### src/pifb_consts.svh
// register offsets, field positions and reset values of the interrupt flag bank
`ifndef PIFB_CONSTS_SVH
`define PIFB_CONSTS_SVH

`define PIFB_ADDR_W 5
`define PIFB_OFS_CONTROL 5'h00
`define PIFB_OFS_ENABLE0 5'h01
`define PIFB_OFS_REQUEST0 5'h09
`define PIFB_OFS_STATUS 5'h11
`define PIFB_OFS_MASK 5'h12
`define PIFB_REG_NUM 8
`define PIFB_REG_IDX_W 3

`define PIFB_BIT_GLOBAL_EN 7
`define PIFB_BIT_PERIPH_EN 6
`define PIFB_BIT_EDGE 0
`define PIFB_CONTROL_MASK 8'hc1

`define PIFB_REQ0_MASK 8'h31
`define PIFB_REQ1_MASK 8'hc1
`define PIFB_REQ2_MASK 8'h43
`define PIFB_REQ3_MASK 8'hf3
`define PIFB_REQ4_MASK 8'h03
`define PIFB_REQ5_MASK 8'hf1
`define PIFB_REQ6_MASK 8'h03
`define PIFB_REQ7_MASK 8'h31

`define PIFB_BIT_CAPCMP_A 0
`define PIFB_BIT_CAPCMP_B 1
`define PIFB_BIT_WAVE_SHUT 0
`define PIFB_BIT_OSC_ROLL 4
`define PIFB_BIT_NVM_DONE 5

`define PIFB_MODE_CAPTURE 2'h0
`define PIFB_MODE_COMPARE 2'h1
`define PIFB_MODE_PWM 2'h2

`define PIFB_STAT_W 2
`define PIFB_STAT_BIT_FLAG 0
`define PIFB_STAT_BIT_CPU 1

`define PIFB_RESET_BYTE 8'h00
`define PIFB_RESET_WORD 32'h0000_0000
`define PIFB_RESET_STAT 2'h0
`define PIFB_RESP_OKAY 2'h0
`define PIFB_RESP_DECERR 2'h2

`endif

### src/pifb_pkg.sv
// types shared by the interrupt flag bank
package pifb_pkg;
  typedef logic [7:0] pifb_byte_t;
  typedef enum logic [1:0] {
    PIFB_CAPTURE,
    PIFB_COMPARE,
    PIFB_PWM,
    PIFB_OFF
  } pifb_mode_e;
endpackage

### src/pifb_flag_bank.sv
// peripheral interrupt flag and enable register bank with avalon-mm slave
//
// The Avalon-MM interface to the registers and the register offsets were decided locally.
`timescale 1ns/100ps
`default_nettype none
`include "pifb_consts.svh"
// What this block does
// - flags set on their event regardless of any enable bit
// - capcmp flags set on capture, compare match or pwm trailing edge, whichever the unit's mode select picks; none in the fourth mode
// - nvm done flag bit 5 set on completion, stays until cleared
// - oscillator flag bit 4 set on every accumulator rollover
// - waveform flag bit 0 set on entering shutdown only, stays until cleared
// - unimplemented request bits read zero and ignore writes
// - implemented flags hardware set, software read/write, reset to zero
module pifb_flag_bank (
  input wire logic sys_clk,
  input wire logic resetn,
  input wire logic [4:0] avs_address,
  input wire logic avs_read,
  input wire logic avs_write,
  input wire logic [31:0] avs_writedata,
  input wire logic [3:0] avs_byteenable,
  output logic [31:0] avs_readdata,
  output logic avs_waitrequest,
  output logic [1:0] avs_response,
  input wire logic [7:0] periph_event_0,
  input wire logic [7:0] periph_event_1,
  input wire logic [7:0] periph_event_2,
  input wire logic [7:0] periph_event_3,
  input wire logic [7:0] periph_event_4,
  input wire logic [7:0] periph_event_5,
  input wire logic [1:0] capcmp_a_mode_select,
  input wire logic capcmp_a_capture,
  input wire logic capcmp_a_match,
  input wire logic capcmp_a_trailing,
  input wire logic [1:0] capcmp_b_mode_select,
  input wire logic capcmp_b_capture,
  input wire logic capcmp_b_match,
  input wire logic capcmp_b_trailing,
  input wire logic nvm_done,
  input wire logic osc_rollover,
  input wire logic waveform_shutdown,
  output logic cpu_irq,
  output logic ext_irq_edge_select,
  output logic irq
);

  pifb_pkg::pifb_byte_t control_ff;
  pifb_pkg::pifb_byte_t enable_ff [`PIFB_REG_NUM];
  pifb_pkg::pifb_byte_t request_ff [`PIFB_REG_NUM];
  logic [`PIFB_STAT_W-1:0] status_ff;
  logic [`PIFB_STAT_W-1:0] mask_ff;
  logic ack_ff;
  logic waitreq_ff;
  logic [31:0] avs_readdata_ff;
  logic [31:0] nxt_readdata;
  logic [1:0] avs_response_ff;
  logic cpu_irq_ff;
  logic irq_ff;
  logic any_req_ff;
  logic shutdown_prev_ff;
  logic [7:0] event_vec [`PIFB_REG_NUM];
  logic [7:0] nxt_event [`PIFB_REG_NUM];
  logic nxt_any_req;
  logic wr_en;
  logic [7:0] wr_byte;
  logic [`PIFB_STAT_W-1:0] stat_evt;

  // implemented positions of each request and enable register
  function automatic logic [7:0] impl_mask(input logic [`PIFB_REG_IDX_W-1:0] idx);
    logic [7:0] m;
    m = `PIFB_REQ0_MASK;
    case (idx)
      3'h0: m = `PIFB_REQ0_MASK;
      3'h1: m = `PIFB_REQ1_MASK;
      3'h2: m = `PIFB_REQ2_MASK;
      3'h3: m = `PIFB_REQ3_MASK;
      3'h4: m = `PIFB_REQ4_MASK;
      3'h5: m = `PIFB_REQ5_MASK;
      3'h6: m = `PIFB_REQ6_MASK;
      default: m = `PIFB_REQ7_MASK;
    endcase
    return m;
  endfunction

  // event of one capture/compare unit in its current mode
  function automatic logic capcmp_event(input logic [1:0] mode, input logic cap,
                                        input logic cmp, input logic trail);
    logic e;
    e = 1'b0;
    if (mode == `PIFB_MODE_CAPTURE)
    begin
      e = cap;
    end
    else if (mode == `PIFB_MODE_COMPARE)
    begin
      e = cmp;
    end
    else if (mode == `PIFB_MODE_PWM)
    begin
      e = trail;
    end
    return e;
  endfunction

  // enable words form one block of eight
  function automatic logic in_enable_range(input logic [`PIFB_ADDR_W-1:0] a);
    return a >= `PIFB_OFS_ENABLE0 && a < `PIFB_OFS_REQUEST0;
  endfunction

  // request words follow the enable block
  function automatic logic in_request_range(input logic [`PIFB_ADDR_W-1:0] a);
    return a >= `PIFB_OFS_REQUEST0 && a < `PIFB_OFS_STATUS;
  endfunction

  // both blocks start one past a multiple of eight
  function automatic logic [`PIFB_REG_IDX_W-1:0] reg_slot(input logic [`PIFB_ADDR_W-1:0] a);
    logic [`PIFB_ADDR_W-1:0] d;
    d = a - `PIFB_OFS_ENABLE0;
    return d[`PIFB_REG_IDX_W-1:0];
  endfunction

  // words from control up to mask answer, the rest is a decode error
  function automatic logic is_mapped(input logic [`PIFB_ADDR_W-1:0] a);
    return a <= `PIFB_OFS_MASK;
  endfunction

  // request taken at the edge that still sees waitrequest high
  assign wr_en = avs_write && !ack_ff;
  assign wr_byte = avs_byteenable[0] ? avs_writedata[7:0] : `PIFB_RESET_BYTE;

  // per-register event vectors
  always_comb
  begin
    nxt_event[0] = periph_event_0;
    nxt_event[1] = periph_event_1;
    nxt_event[2] = periph_event_2;
    nxt_event[3] = periph_event_3;
    nxt_event[4] = periph_event_4;
    nxt_event[5] = periph_event_5;
    nxt_event[6] = `PIFB_RESET_BYTE;
    nxt_event[7] = `PIFB_RESET_BYTE;
    nxt_event[6][`PIFB_BIT_CAPCMP_A] = capcmp_event(capcmp_a_mode_select, capcmp_a_capture,
                                                    capcmp_a_match, capcmp_a_trailing);
    nxt_event[6][`PIFB_BIT_CAPCMP_B] = capcmp_event(capcmp_b_mode_select, capcmp_b_capture,
                                                    capcmp_b_match, capcmp_b_trailing);
    nxt_event[7][`PIFB_BIT_NVM_DONE] = nvm_done;
    nxt_event[7][`PIFB_BIT_OSC_ROLL] = osc_rollover;
    // shutdown entry is the rising edge of the shutdown level
    nxt_event[7][`PIFB_BIT_WAVE_SHUT] = waveform_shutdown && !shutdown_prev_ff;
    for (int i = 0; i < `PIFB_REG_NUM; i++)
    begin
      event_vec[i] = nxt_event[i] & impl_mask(i[`PIFB_REG_IDX_W-1:0]);
    end
  end

  // last shutdown level, for entry detection
  always_ff @(posedge sys_clk or negedge resetn)
  begin
    if (!resetn)
    begin
      shutdown_prev_ff <= 1'b0;
    end
    else
    begin
      shutdown_prev_ff <= waveform_shutdown;
    end
  end

  // flags: hardware set beats software write in the same cycle
  always_ff @(posedge sys_clk or negedge resetn)
  begin
    if (!resetn)
    begin
      for (int i = 0; i < `PIFB_REG_NUM; i++)
      begin
        request_ff[i] <= `PIFB_RESET_BYTE;
      end
    end
    else
    begin
      for (int i = 0; i < `PIFB_REG_NUM; i++)
      begin
        if (wr_en && avs_byteenable[0] && in_request_range(avs_address) &&
            reg_slot(avs_address) == i[`PIFB_REG_IDX_W-1:0])
        begin
          request_ff[i] <= (wr_byte | event_vec[i]) &
                           impl_mask(i[`PIFB_REG_IDX_W-1:0]);
        end
        else
        begin
          request_ff[i] <= request_ff[i] | event_vec[i];
        end
      end
    end
  end

  always_ff @(posedge sys_clk or negedge resetn)
  begin
    if (!resetn)
    begin
      for (int i = 0; i < `PIFB_REG_NUM; i++)
      begin
        enable_ff[i] <= `PIFB_RESET_BYTE;
      end
    end
    else
    begin
      for (int i = 0; i < `PIFB_REG_NUM; i++)
      begin
        if (wr_en && avs_byteenable[0] && in_enable_range(avs_address) &&
            reg_slot(avs_address) == i[`PIFB_REG_IDX_W-1:0])
        begin
          enable_ff[i] <= wr_byte & impl_mask(i[`PIFB_REG_IDX_W-1:0]);
        end
      end
    end
  end

  always_ff @(posedge sys_clk or negedge resetn)
  begin
    if (!resetn)
    begin
      control_ff <= `PIFB_RESET_BYTE;
      mask_ff <= `PIFB_RESET_STAT;
    end
    else if (wr_en && avs_byteenable[0])
    begin
      if (avs_address == `PIFB_OFS_CONTROL)
      begin
        control_ff <= wr_byte & `PIFB_CONTROL_MASK;
      end
      else if (avs_address == `PIFB_OFS_MASK)
      begin
        mask_ff <= wr_byte[`PIFB_STAT_W-1:0];
      end
    end
  end

  // request when any flag meets its enable
  always_comb
  begin
    nxt_any_req = 1'b0;
    for (int i = 0; i < `PIFB_REG_NUM; i++)
    begin
      nxt_any_req = nxt_any_req | (|(request_ff[i] & enable_ff[i]));
    end
  end

  always_ff @(posedge sys_clk or negedge resetn)
  begin
    if (!resetn)
    begin
      any_req_ff <= 1'b0;
      cpu_irq_ff <= 1'b0;
    end
    else
    begin
      any_req_ff <= nxt_any_req;
      cpu_irq_ff <= nxt_any_req && control_ff[`PIFB_BIT_GLOBAL_EN] &&
                    control_ff[`PIFB_BIT_PERIPH_EN];
    end
  end

  // sticky status: bit0 pending request, bit1 cpu interrupt raised
  assign stat_evt = {cpu_irq_ff, any_req_ff};

  always_ff @(posedge sys_clk or negedge resetn)
  begin
    if (!resetn)
    begin
      status_ff <= `PIFB_RESET_STAT;
    end
    else if (wr_en && avs_byteenable[0] && avs_address == `PIFB_OFS_STATUS)
    begin
      status_ff <= (status_ff & ~wr_byte[`PIFB_STAT_W-1:0]) | stat_evt;
    end
    else
    begin
      status_ff <= status_ff | stat_evt;
    end
  end

  always_ff @(posedge sys_clk or negedge resetn)
  begin
    if (!resetn)
    begin
      irq_ff <= 1'b0;
    end
    else
    begin
      irq_ff <= |(status_ff & mask_ff);
    end
  end

  // bus slave: one wait cycle, then answer; waitrequest has a flop of its own
  always_ff @(posedge sys_clk or negedge resetn)
  begin
    if (!resetn)
    begin
      ack_ff <= 1'b0;
      waitreq_ff <= 1'b1;
    end
    else
    begin
      ack_ff <= (avs_read || avs_write) && !ack_ff;
      waitreq_ff <= !((avs_read || avs_write) && !ack_ff);
    end
  end

  // read mux over the register words
  always_comb
  begin
    nxt_readdata = `PIFB_RESET_WORD;
    // unmapped words read as zero
    if (avs_address == `PIFB_OFS_CONTROL)
    begin
      nxt_readdata[7:0] = control_ff;
    end
    else if (in_enable_range(avs_address))
    begin
      nxt_readdata[7:0] = enable_ff[reg_slot(avs_address)];
    end
    else if (in_request_range(avs_address))
    begin
      nxt_readdata[7:0] = request_ff[reg_slot(avs_address)];
    end
    else if (avs_address == `PIFB_OFS_STATUS)
    begin
      nxt_readdata[`PIFB_STAT_W-1:0] = status_ff;
    end
    else if (avs_address == `PIFB_OFS_MASK)
    begin
      nxt_readdata[`PIFB_STAT_W-1:0] = mask_ff;
    end
  end

  // read data captured on the taking edge, held until the next request
  always_ff @(posedge sys_clk or negedge resetn)
  begin
    if (!resetn)
    begin
      avs_readdata_ff <= `PIFB_RESET_WORD;
    end
    else if ((avs_read || avs_write) && !ack_ff)
    begin
      avs_readdata_ff <= nxt_readdata;
    end
  end

  // response code captured with the read data
  always_ff @(posedge sys_clk or negedge resetn)
  begin
    if (!resetn)
    begin
      avs_response_ff <= `PIFB_RESP_OKAY;
    end
    else if ((avs_read || avs_write) && !ack_ff)
    begin
      avs_response_ff <= is_mapped(avs_address) ? `PIFB_RESP_OKAY : `PIFB_RESP_DECERR;
    end
  end

  assign avs_readdata = avs_readdata_ff;
  assign avs_response = avs_response_ff;
  assign avs_waitrequest = waitreq_ff;
  assign cpu_irq = cpu_irq_ff;
  assign irq = irq_ff;
  assign ext_irq_edge_select = control_ff[`PIFB_BIT_EDGE];

endmodule // pifb_flag_bank
`default_nettype wire

### config.mk
export PLATFORM = sky130hd
export DESIGN_NAME = pifb_flag_bank
export DESIGN_NICKNAME = d
export VERILOG_FILES = /design/src/pifb_pkg.sv /design/src/pifb_flag_bank.sv
export VERILOG_INCLUDE_DIRS = /design/src
export SDC_FILE = /design/constraint.sdc
export NUM_CORES = 1
export LEC_CHECK = 0
export ABC_CLOCK_PERIOD_IN_PS = 2550
export BUFFER_PORTS_ARGS = -buffer_cell sky130_fd_sc_hd__clkbuf_2
export CAP_MARGIN = 20
export CORE_ASPECT_RATIO = 1.1
export CORE_MARGIN = 10
export CORE_UTILIZATION = 54
export DETAILED_ROUTE_END_ITERATION = 8
export PLACE_DENSITY = 0.85
export SYNTH_ARGS = -nofsm -noshare
export SYNTH_HDL_FRONTEND = slang
export SYNTH_SLANG_ARGS = --single-unit
### constraint.sdc
create_clock -name sys_clk -period 2.55 [get_ports sys_clk]
set_clock_uncertainty 0.05 [all_clocks]
set_input_delay 0.255 -clock sys_clk [delete_from_list [all_inputs] [get_ports sys_clk]]
set_output_delay 0.255 -clock sys_clk [all_outputs]
set_load 0.05 [all_outputs]
==> impl_results.md, run 1 <==
* Clock Path Buffers at 2
* P_leak at 2.03 nW
* Clk slew on worst S/H paths at 0.08 ns
* Post-Synth Adder-Cell Area at 1.52%
* Synthesized instance count at a little over 400
* # port buffers at between 60 and 70
* Layout net count at 589
* Synthesized area at between 4000 and 5000 µm²
* Synth Area in Compound Gates at 18.2%
* Mux cell area share after synthesis at under 10%
* CTS tree: yes
* Placer Congestion at 0.912
* Hold WC Path Type: input port to flop
* Critical path type: input port to flop
* Seq/Total Area, Yosys at 45.7%
* Core ar. at roughly 7400 µm²
* N_diodes at 0
* Netlist cell types at 59
* Mapped Avg Cell Area at around 10 µm²
* DRT iter0 DRCs at ~370
* Status: complete, no violations
* Crit-path slowest cell: nor4_4
* First-pass GRT wire length at 18.2 mm
* CP top delay family: simple AND/OR/NAND/NOR gates
* RSZ-0062 raised after global routing: no
* Simple-gate share of the synthesized area at roughly 18%
* Internal power at approximately 0.0020 W
* Die Y at roughly 110 µm
* # DRC at 0
* Drt wl/cell at approximately 20 µm
* DIE AREA at around 11,000 µm²
* Initial antenna violation count at 0
* IO Pins at 144
* Most frequent cells in the layout: dfrtp_1 (74), clkbuf_2 (62), nand2_1 (51)
* Critical path fanouts, max at 8
* Post-CTS sizing at 0
* XOR/XNOR Fraction of Synth Area at less than 1%
* Crit path cell chain: clkbuf_2 -> inv_1 -> ha_1 -> nor4_4 -> o22ai_4 -> and3_1 -> mux2i_1 -> nand2b_1
* CTS root buf: clkbuf_8
* FF+latch count, synth at 75
* Area Growth Syn to Fin at 14.5%
* Post-CTS Setup Bufs at 0
* Largest family of logic cells by synthesized area: compound AO/OA/AOI/OAI gates
* Initial Util at between 50 and 60%
* Largest area contributor in the netlist: dfrtp_1
* Htree depth at 3
* Power Dens Cells at between 600 and 700 nW/µm²
* EDFF count, synth at 0
* Slew Limit Fails at 0
* Synth warn at 0
* Share of cells above drive strength 1 at 24.6%
* Synth area leaders: dfrtp_1 (45%), buf_4 (5.5%), nand2_1 (4.7%)
* Fin cells at 570
* Grt ovf at 0
* Fin Setup TNS at 0 ns
* Largest net degree at the start of global routing at 47
* Logic pwr share at 20.9%
* Asr flop ratio synth at 100%
* Top cell type's share of synthesized area at 45.1%
* Drt pass-1 iters at 6
* WP data arrival at 2.24 ns
* Routed via count at 3,445
* Slew HR at between 50% and 60%
* Hold Vio Cnt, Final at 0
* Switching part of the total at 31.2%
* Placed instance count at 552
* Worst setup SP type: input port
* Most common cell after layout, fill and taps aside: dfrtp_1
* CP Buf/Inv Count at 2
* Routed wire length at 11.3 mm
* Worst-margin pin slew at 0.685 ns
* Maximum clock frequency at 490 MHz
* Tcrit/Tclk final at 80.1%
* Row cnt at 33
* Clock latency on the worst-skew pair at 0.36 ns
* HPWL Detailed at ~8.7 mm
* Overall Global Routing Usage at around a fifth
* Num CTS Buffers at 9
* CP Capture Type: flop
* Number of clock sinks at 75
* Vias per Instance at 6.04
* Die width at 103 µm
* Setup violators final at 0
* Critical Path RT at 2.74 ns
* Primary FF master, synth: dfrtp_1
* Post-DRT Antenna Nets at 0
* Total net switching power at 0.000899 W
* Hold WS at 0.0251 ns
* Clock share of power at approximately a third
* Clock period minus final worst setup slack at just over 2 ns
* Flop pwr share at 45.4%
* Slowest stage delay, CP at 0.48 ns
* Vias in the first global route at 3,500
* Max-Cap Viols at 0
* Maximum vdd drop at 0.337 mV
==> cell type report <==
cell class,count,area (µm²)
clock buffers,12,165
multi-input cells,307,2020
well taps,87,109
clock inverters,4,47.5
inverters,6,22.5
fillers,609,2730
repair buffers,79,465
flip-flops and latches,75,1880
==> synthesized netlist by cell type, drive strengths merged, types with 3 or more instances <==
cell / instances
dfrtp: 74
nand2: 52
buf: 34
o21ai: 32
nor2: 27
nand3: 19
mux2i: 18
a211o: 15
nand2b: 14
a22oi: 12
a21oi: 11
clkbuf: 8
mux2: 8
and2: 7
o22ai: 7
inv: 6
ha: 5
o211ai: 5
and3: 4
mux4: 4
nand3b: 4
o221ai: 4
a22o: 3
nand4: 3
==> metal layers <==
metal  track usage, %  up-vias  share of wire, %
li1                 -     1565                 -
met1             24.4     1682                39
met5                0        -                 0
met2             32.8      177                50
met3             4.51       21               8.8
met4             7.52        0               2.2
==> worst reg2reg max path, stage by stage, from the launching register on <==
cell and delay [ns]:
dfrtp_1 0.45, a22o_1 0.27, a221oi_1 0.30, nand4_1 0.12, or3_1 0.39, and3_1 0.22
==> final timing paths <==
kind	start	depth (start not counted)	slack [ns]	endpoint
worst max register to register	request_ff[48]$_DFF_PN0_	5	0.67	cpu_irq$_DFF_PN0_
worst min register to register	any_req_ff$_DFF_PN0_	1	0.38	status_ff[0]$_DFF_PN0_
worst max-delay path	avs_address[1]	8	0.51	request_ff[38]$_DFF_PN0_
worst min-delay path	periph_event_3[7]	2	0.03	request_ff[39]$_DFF_PN0_
max in group asynchronous	resetn	3	1.32	avs_waitrequest$_DFF_PN1_
min in group asynchronous	resetn	2	0.41	avs_readdata[3]$_DFFE_PN0P_
==> sequential cells by signal, indices dropped and copies added, names as in the netlist <==
register,count
enable_ff,27
request_ff,27
avs_readdata,7
control_ff,3
mask_ff,2
status_ff,2
ack_ff,1
any_req_ff,1
avs_response,1
avs_waitrequest,1
cpu_irq,1
irq,1
shutdown_prev_ff,1
==> power groups by stage <==
stage               Combinational [W]  Clock [W]  Sequential [W]
CTS                          0.000598   0.000975         0.00131
finish                       0.000602   0.000971         0.00131
global route                 0.000649    0.00102         0.00132
global placement             0.000581          0         0.00133
floorplan                    0.000359          0         0.00140
detailed placement           0.000592          0         0.00133
==> metrics by stage <==
stage	cell area [µm²]	power (W)	util (%)	setup WS [ns]
after floorplan	4200	0.00176	-	0.428
after global placement	4470	0.00191	60.2	0.242
after detailed placement	4470	0.00192	60.2	0.169
after CTS	4700	0.00288	63.3	0.531
after global routing	4700	0.00298	63.3	0.350
final	4700	0.00288	63.3	0.508
==> repair_timing <==
item                                    4_1_cts  5_1_grt
endpoints found under the setup margin        0        0
hold buffers                                  2        0
hold endpoints to repair                     30        0
==> kinds of logic after synthesis <==
family                     after synthesis
xor gates and xnor gates                 2
DFF                                     75
AOI/OAI and AO/OA                      105
other                                    1
adders and majority gates                5
and+or+nand+nor                        140
buffers and inverters                   48
muxes                                   30
No activity file was read; power rests on OpenSTA's default activity.
==> run 2, diff against run 1 <==
--- a/config.mk
+++ b/config.mk
@@ -6,14 +6,15 @@
 export SDC_FILE = /design/constraint.sdc
 export NUM_CORES = 1
 export LEC_CHECK = 0
-export ABC_CLOCK_PERIOD_IN_PS = 2550
+export ABC_AREA = 1
+export ABC_CLOCK_PERIOD_IN_PS = 1800
 export BUFFER_PORTS_ARGS = -buffer_cell sky130_fd_sc_hd__clkbuf_2
 export CAP_MARGIN = 20
 export CORE_ASPECT_RATIO = 1.1
 export CORE_MARGIN = 10
-export CORE_UTILIZATION = 54
+export CORE_UTILIZATION = 46
 export DETAILED_ROUTE_END_ITERATION = 8
-export PLACE_DENSITY = 0.85
+export PLACE_DENSITY = 0.77
 export SYNTH_ARGS = -nofsm -noshare
 export SYNTH_HDL_FRONTEND = slang
 export SYNTH_SLANG_ARGS = --single-unit
==> constraint.sdc (replaced) <==
create_clock -name sys_clk -period 1.8 [get_ports sys_clk]
set_clock_uncertainty 0.05 [all_clocks]
set_input_delay 0.18 -clock sys_clk [delete_from_list [all_inputs] [get_ports sys_clk]]
set_output_delay 0.18 -clock sys_clk [all_outputs]
set_load 0.05 [all_outputs]
==> run 2 against run 1 <==
  * Synthesized area grew 1.9%
  * Synthesized cell count grew 38%
  * Via count rose by 20%
  * First-iteration DRC count is 5.5% lower
  * Critical path type is now flop to flop
  * Critical endpoint is now enable_ff[0]$_DFFE_PN0P_
  * Largest cell class unchanged
  * Largest power group unchanged
==> impl_results.md, run 2 <==
* Status: complete, no violations
* # DRC at 0 (unchanged)
* P_leak at 2.54 nW (+25%)
* Vias per Instance at 5.25 (-13%)
* Hold_sp: avs_writedata[7]
* CTS root buf: clkbuf_8
* Post-CTS sizing at 0 (unchanged)
* FF-to-FF End: enable_ff[0]$_DFFE_PN0P_
* Initial antenna violation count at 0 (unchanged)
* Area Growth Syn to Fin at 22.3%
* Die Y at 120 µm (+7.7%)
* Fin Setup TNS at 0 ns (unchanged)
* Synth cell count leaders: nand2_1 (183), dfrtp_1 (74), o21ai_0 (50)
* Row cnt at 36 (+9.1%)
* Vias in the first global route at 4,145 (+18%)
* # port buffers at 63 (unchanged)
* Number of clock sinks at 75 (unchanged)
* CP Capture Type: flop
* Placer Congestion at 0.960 (+5.3%)
* Synthesized area at 4190 µm² (+1.9%)
* Clk slew on worst S/H paths at 0.08 ns (about the same)
* N_diodes at 0 (unchanged)
* Routed via count at 4,128 (+20%)
* Filler cells at 838 (+38%)
* Worst path depth at 7 (-1)
* Synth warn at 0 (unchanged)
* Hold WC Path Type: input port to flop
* Top cell type's share of synthesized area at 44.2% (-0.85 points)
* Fin cells at 787 (+38%)
* Slowest stage delay, CP at 0.37 ns (-0.11 ns)
* WP data arrival at 1.79 ns (-0.45 ns)
* Final core utilization at 57.7% (-5.6 points)
* Design Power at 0.00416 W (+44%)
* CP top delay family: simple AND/OR/NAND/NOR gates
* Clock latency on the worst-skew pair at 0.35 ns (about the same)
* IO Pins at 144 (unchanged)
* Crit path cell chain: inv_1 -> nand3_2 -> nor2_4 -> buf_4 -> nand3_1 -> nand2_1 -> o21ai_0
* CP Buf/Inv Count at 2 (unchanged)
* Clock period minus final worst setup slack at around 1.6 ns
* Die width at 111 µm (+7.6%)
* HPWL Detailed at 9.84 mm (+13%)
* Slew Limit Fails at 0 (unchanged)
* Crit-path slowest cell: dfrtp_1
* Worst setup SP type: flop
* EDFF count, synth at 0 (unchanged)
* Layout net count at 779 (+32%)
* Grt ovf at 0 (unchanged)
* Power Dens Cells at 812 nW/µm² (+33%)
* Drt wl/cell at 16.2 µm (-18%)
* Max-Cap Viols at 0 (unchanged)
* Overall Global Routing Usage at 19.1% (-0.74 points)
* RSZ-0062 raised after global routing: no
* First-pass GRT wire length at 21.0 mm (+15%)
* DIE AREA at 13,300 µm² (+16%)
* Reg2reg setup slack at 0.19 ns (-0.48 ns)
* Maximum vdd drop at 0.395 mV (+17%)
* Largest area contributor in the netlist: dfrtp_1
* Mapped Avg Cell Area at 7.45 µm² (-26%)
* Worst reg2reg startpoint: ack_ff$_DFF_PN0_
* Setup violators final at 0 (unchanged)
* Num CTS Buffers at 9 (unchanged)
* Seq/Total Area, Yosys at 44.9% (-0.86 points)
* Post-DRT Antenna Nets at 0 (unchanged)
* Largest net degree at the start of global routing at 45 (-4.3%)
* Htree depth at 3 (unchanged)
* Storage cell area at 1880 µm² (unchanged)
* Worst Reg-to-Reg Cells at 7 (+2)
* WHS Path Cells at 3 (+1)
* Share of cells above drive strength 1 at 18.0% (-6.7 points)
* DRT iter0 DRCs at 345 (-5.5%)
* Area of the multi-input gates at 1950 µm² (-3.4%)
* CTS tree: yes
* Primary FF master, synth: dfrtp_1
* Netlist cell types at 35 (-41%)
* Core ar. at 8870 µm² (+19%)
* Placed instance count at 745 (+35%)
* Synthesized instance count at 562 (+38%)
* Drt pass-1 iters at 7 (+1)
* Most common cell after layout, fill and taps aside: nand2_1
* Tcrit/Tclk final at 89.6%
* Most common cell in the netlist: nand2_1
* Critical path type: flop to flop
* Hold Vio Cnt, Final at 0 (unchanged)
* Critical Path RT at 1.98 ns (-0.76 ns)
* Post-CTS Setup Bufs at 0 (unchanged)
* FF+latch count, synth at 75 (unchanged)
* Initial Util at 47.2% (-8.1 points)
* Hold WS at 0.0125 ns (-0.0126 ns)
* Routed wire length at 12.7 mm (+13%)
* Hold Crit Endpoint: request_ff[55]$_DFF_PN0_
* Asr flop ratio synth at 100% (unchanged)
* Critical path fanouts, max at 6 (-2)
* Clock Path Buffers at 2 (unchanged)
* Synth area leaders: dfrtp_1 (44%), nand2_1 (16%), o21ai_0 (6.0%)
* Most frequent cells in the layout: nand2_1 (183), dfrtp_1 (74), clkbuf_2 (62)
* Maximum clock frequency at 620 MHz
[run 2: cell types whose count changed after synthesis, sizes merged, moves of 14 or more]
cell,before,now
a21oi,11,30
nand3,19,48
a211o,15,0
nand2,52,189
inv,6,48
nand2b,14,0
mux2i,18,0
o21ai,32,64
[run 2: where the power goes]
part           internal [W]  switching [W]
Combinational      0.000302       0.000696
Sequential          0.00179      0.0000721
Clock              0.000671       0.000623
Total               0.00277        0.00139
[run 2: cell type report]
cell class / count / share of cell area (%)
clock inverter: 5 / 1.03
multi-input combinational: 422 / 38.0
tap: 114 / 2.79
sequential: 75 / 36.7
inverter: 48 / 3.57
clock buffer: 11 / 2.76
timing repair buffer: 112 / 15.2
[run 2: kinds of logic after synthesis]
kind of cell | after synthesis | share of synthesized area (%)
AOI/OAI and AO/OA | 109 | 14.1
adders and majority gates | 5 | 1.49
buffers and inverters | 89 | 10.8
DFF | 75 | 44.9
other | 1 | 0.0896
and+or+nand+nor | 283 | 28.6
[run 2: stage by stage]
| step | area (µm²) | worst slack [ns] |
|---|---|---|
| after floorplan | 4300 | 0.00294 |
| after global placement | 4670 | 0.0322 |
| after detailed placement | 4670 | -0.0108 |
| after CTS | 5120 | 0.203 |
| after global routing | 5120 | 0.0808 |
| final | 5120 | 0.187 |
[run 2: tightest hold or removal path, delay by kind of cell]
family                 cells  cell delay [ns]
buffers and inverters      1             0.09
AND/OR/NAND/NOR            2             0.12
[run 2: worst max-delay path by stage]
stage                                 from                     endpoint  slack, ns
after floorplan             avs_address[0]  avs_readdata[5]$_DFFE_PN0P_      0.003
after global placement      avs_address[0]  avs_readdata[5]$_DFFE_PN0P_       0.03
after detailed placement    avs_address[0]  avs_readdata[1]$_DFFE_PN0P_      -0.01
after CTS                 ack_ff$_DFF_PN0_     enable_ff[4]$_DFFE_PN0P_       0.20
after global routing      ack_ff$_DFF_PN0_     request_ff[33]$_DFF_PN0_       0.08
final                     ack_ff$_DFF_PN0_     enable_ff[0]$_DFFE_PN0P_       0.19
[run 2: repair_timing]
item | in CTS | in global routing
hold buffers | 26 | 0
hold endpoints to repair | 55 | 0
setup endpoints to repair | 0 | 0
[run 2: per-layer routing]
layer  GRT usage, %  vias to the layer above  part of all wire, %
met2           30.7                      194                   46
met3           4.63                       32                  8.6
met5              0                        -                    0
met1           23.7                     1917                   42
li1               -                     1985                    -
met4           9.12                        0                  3.9
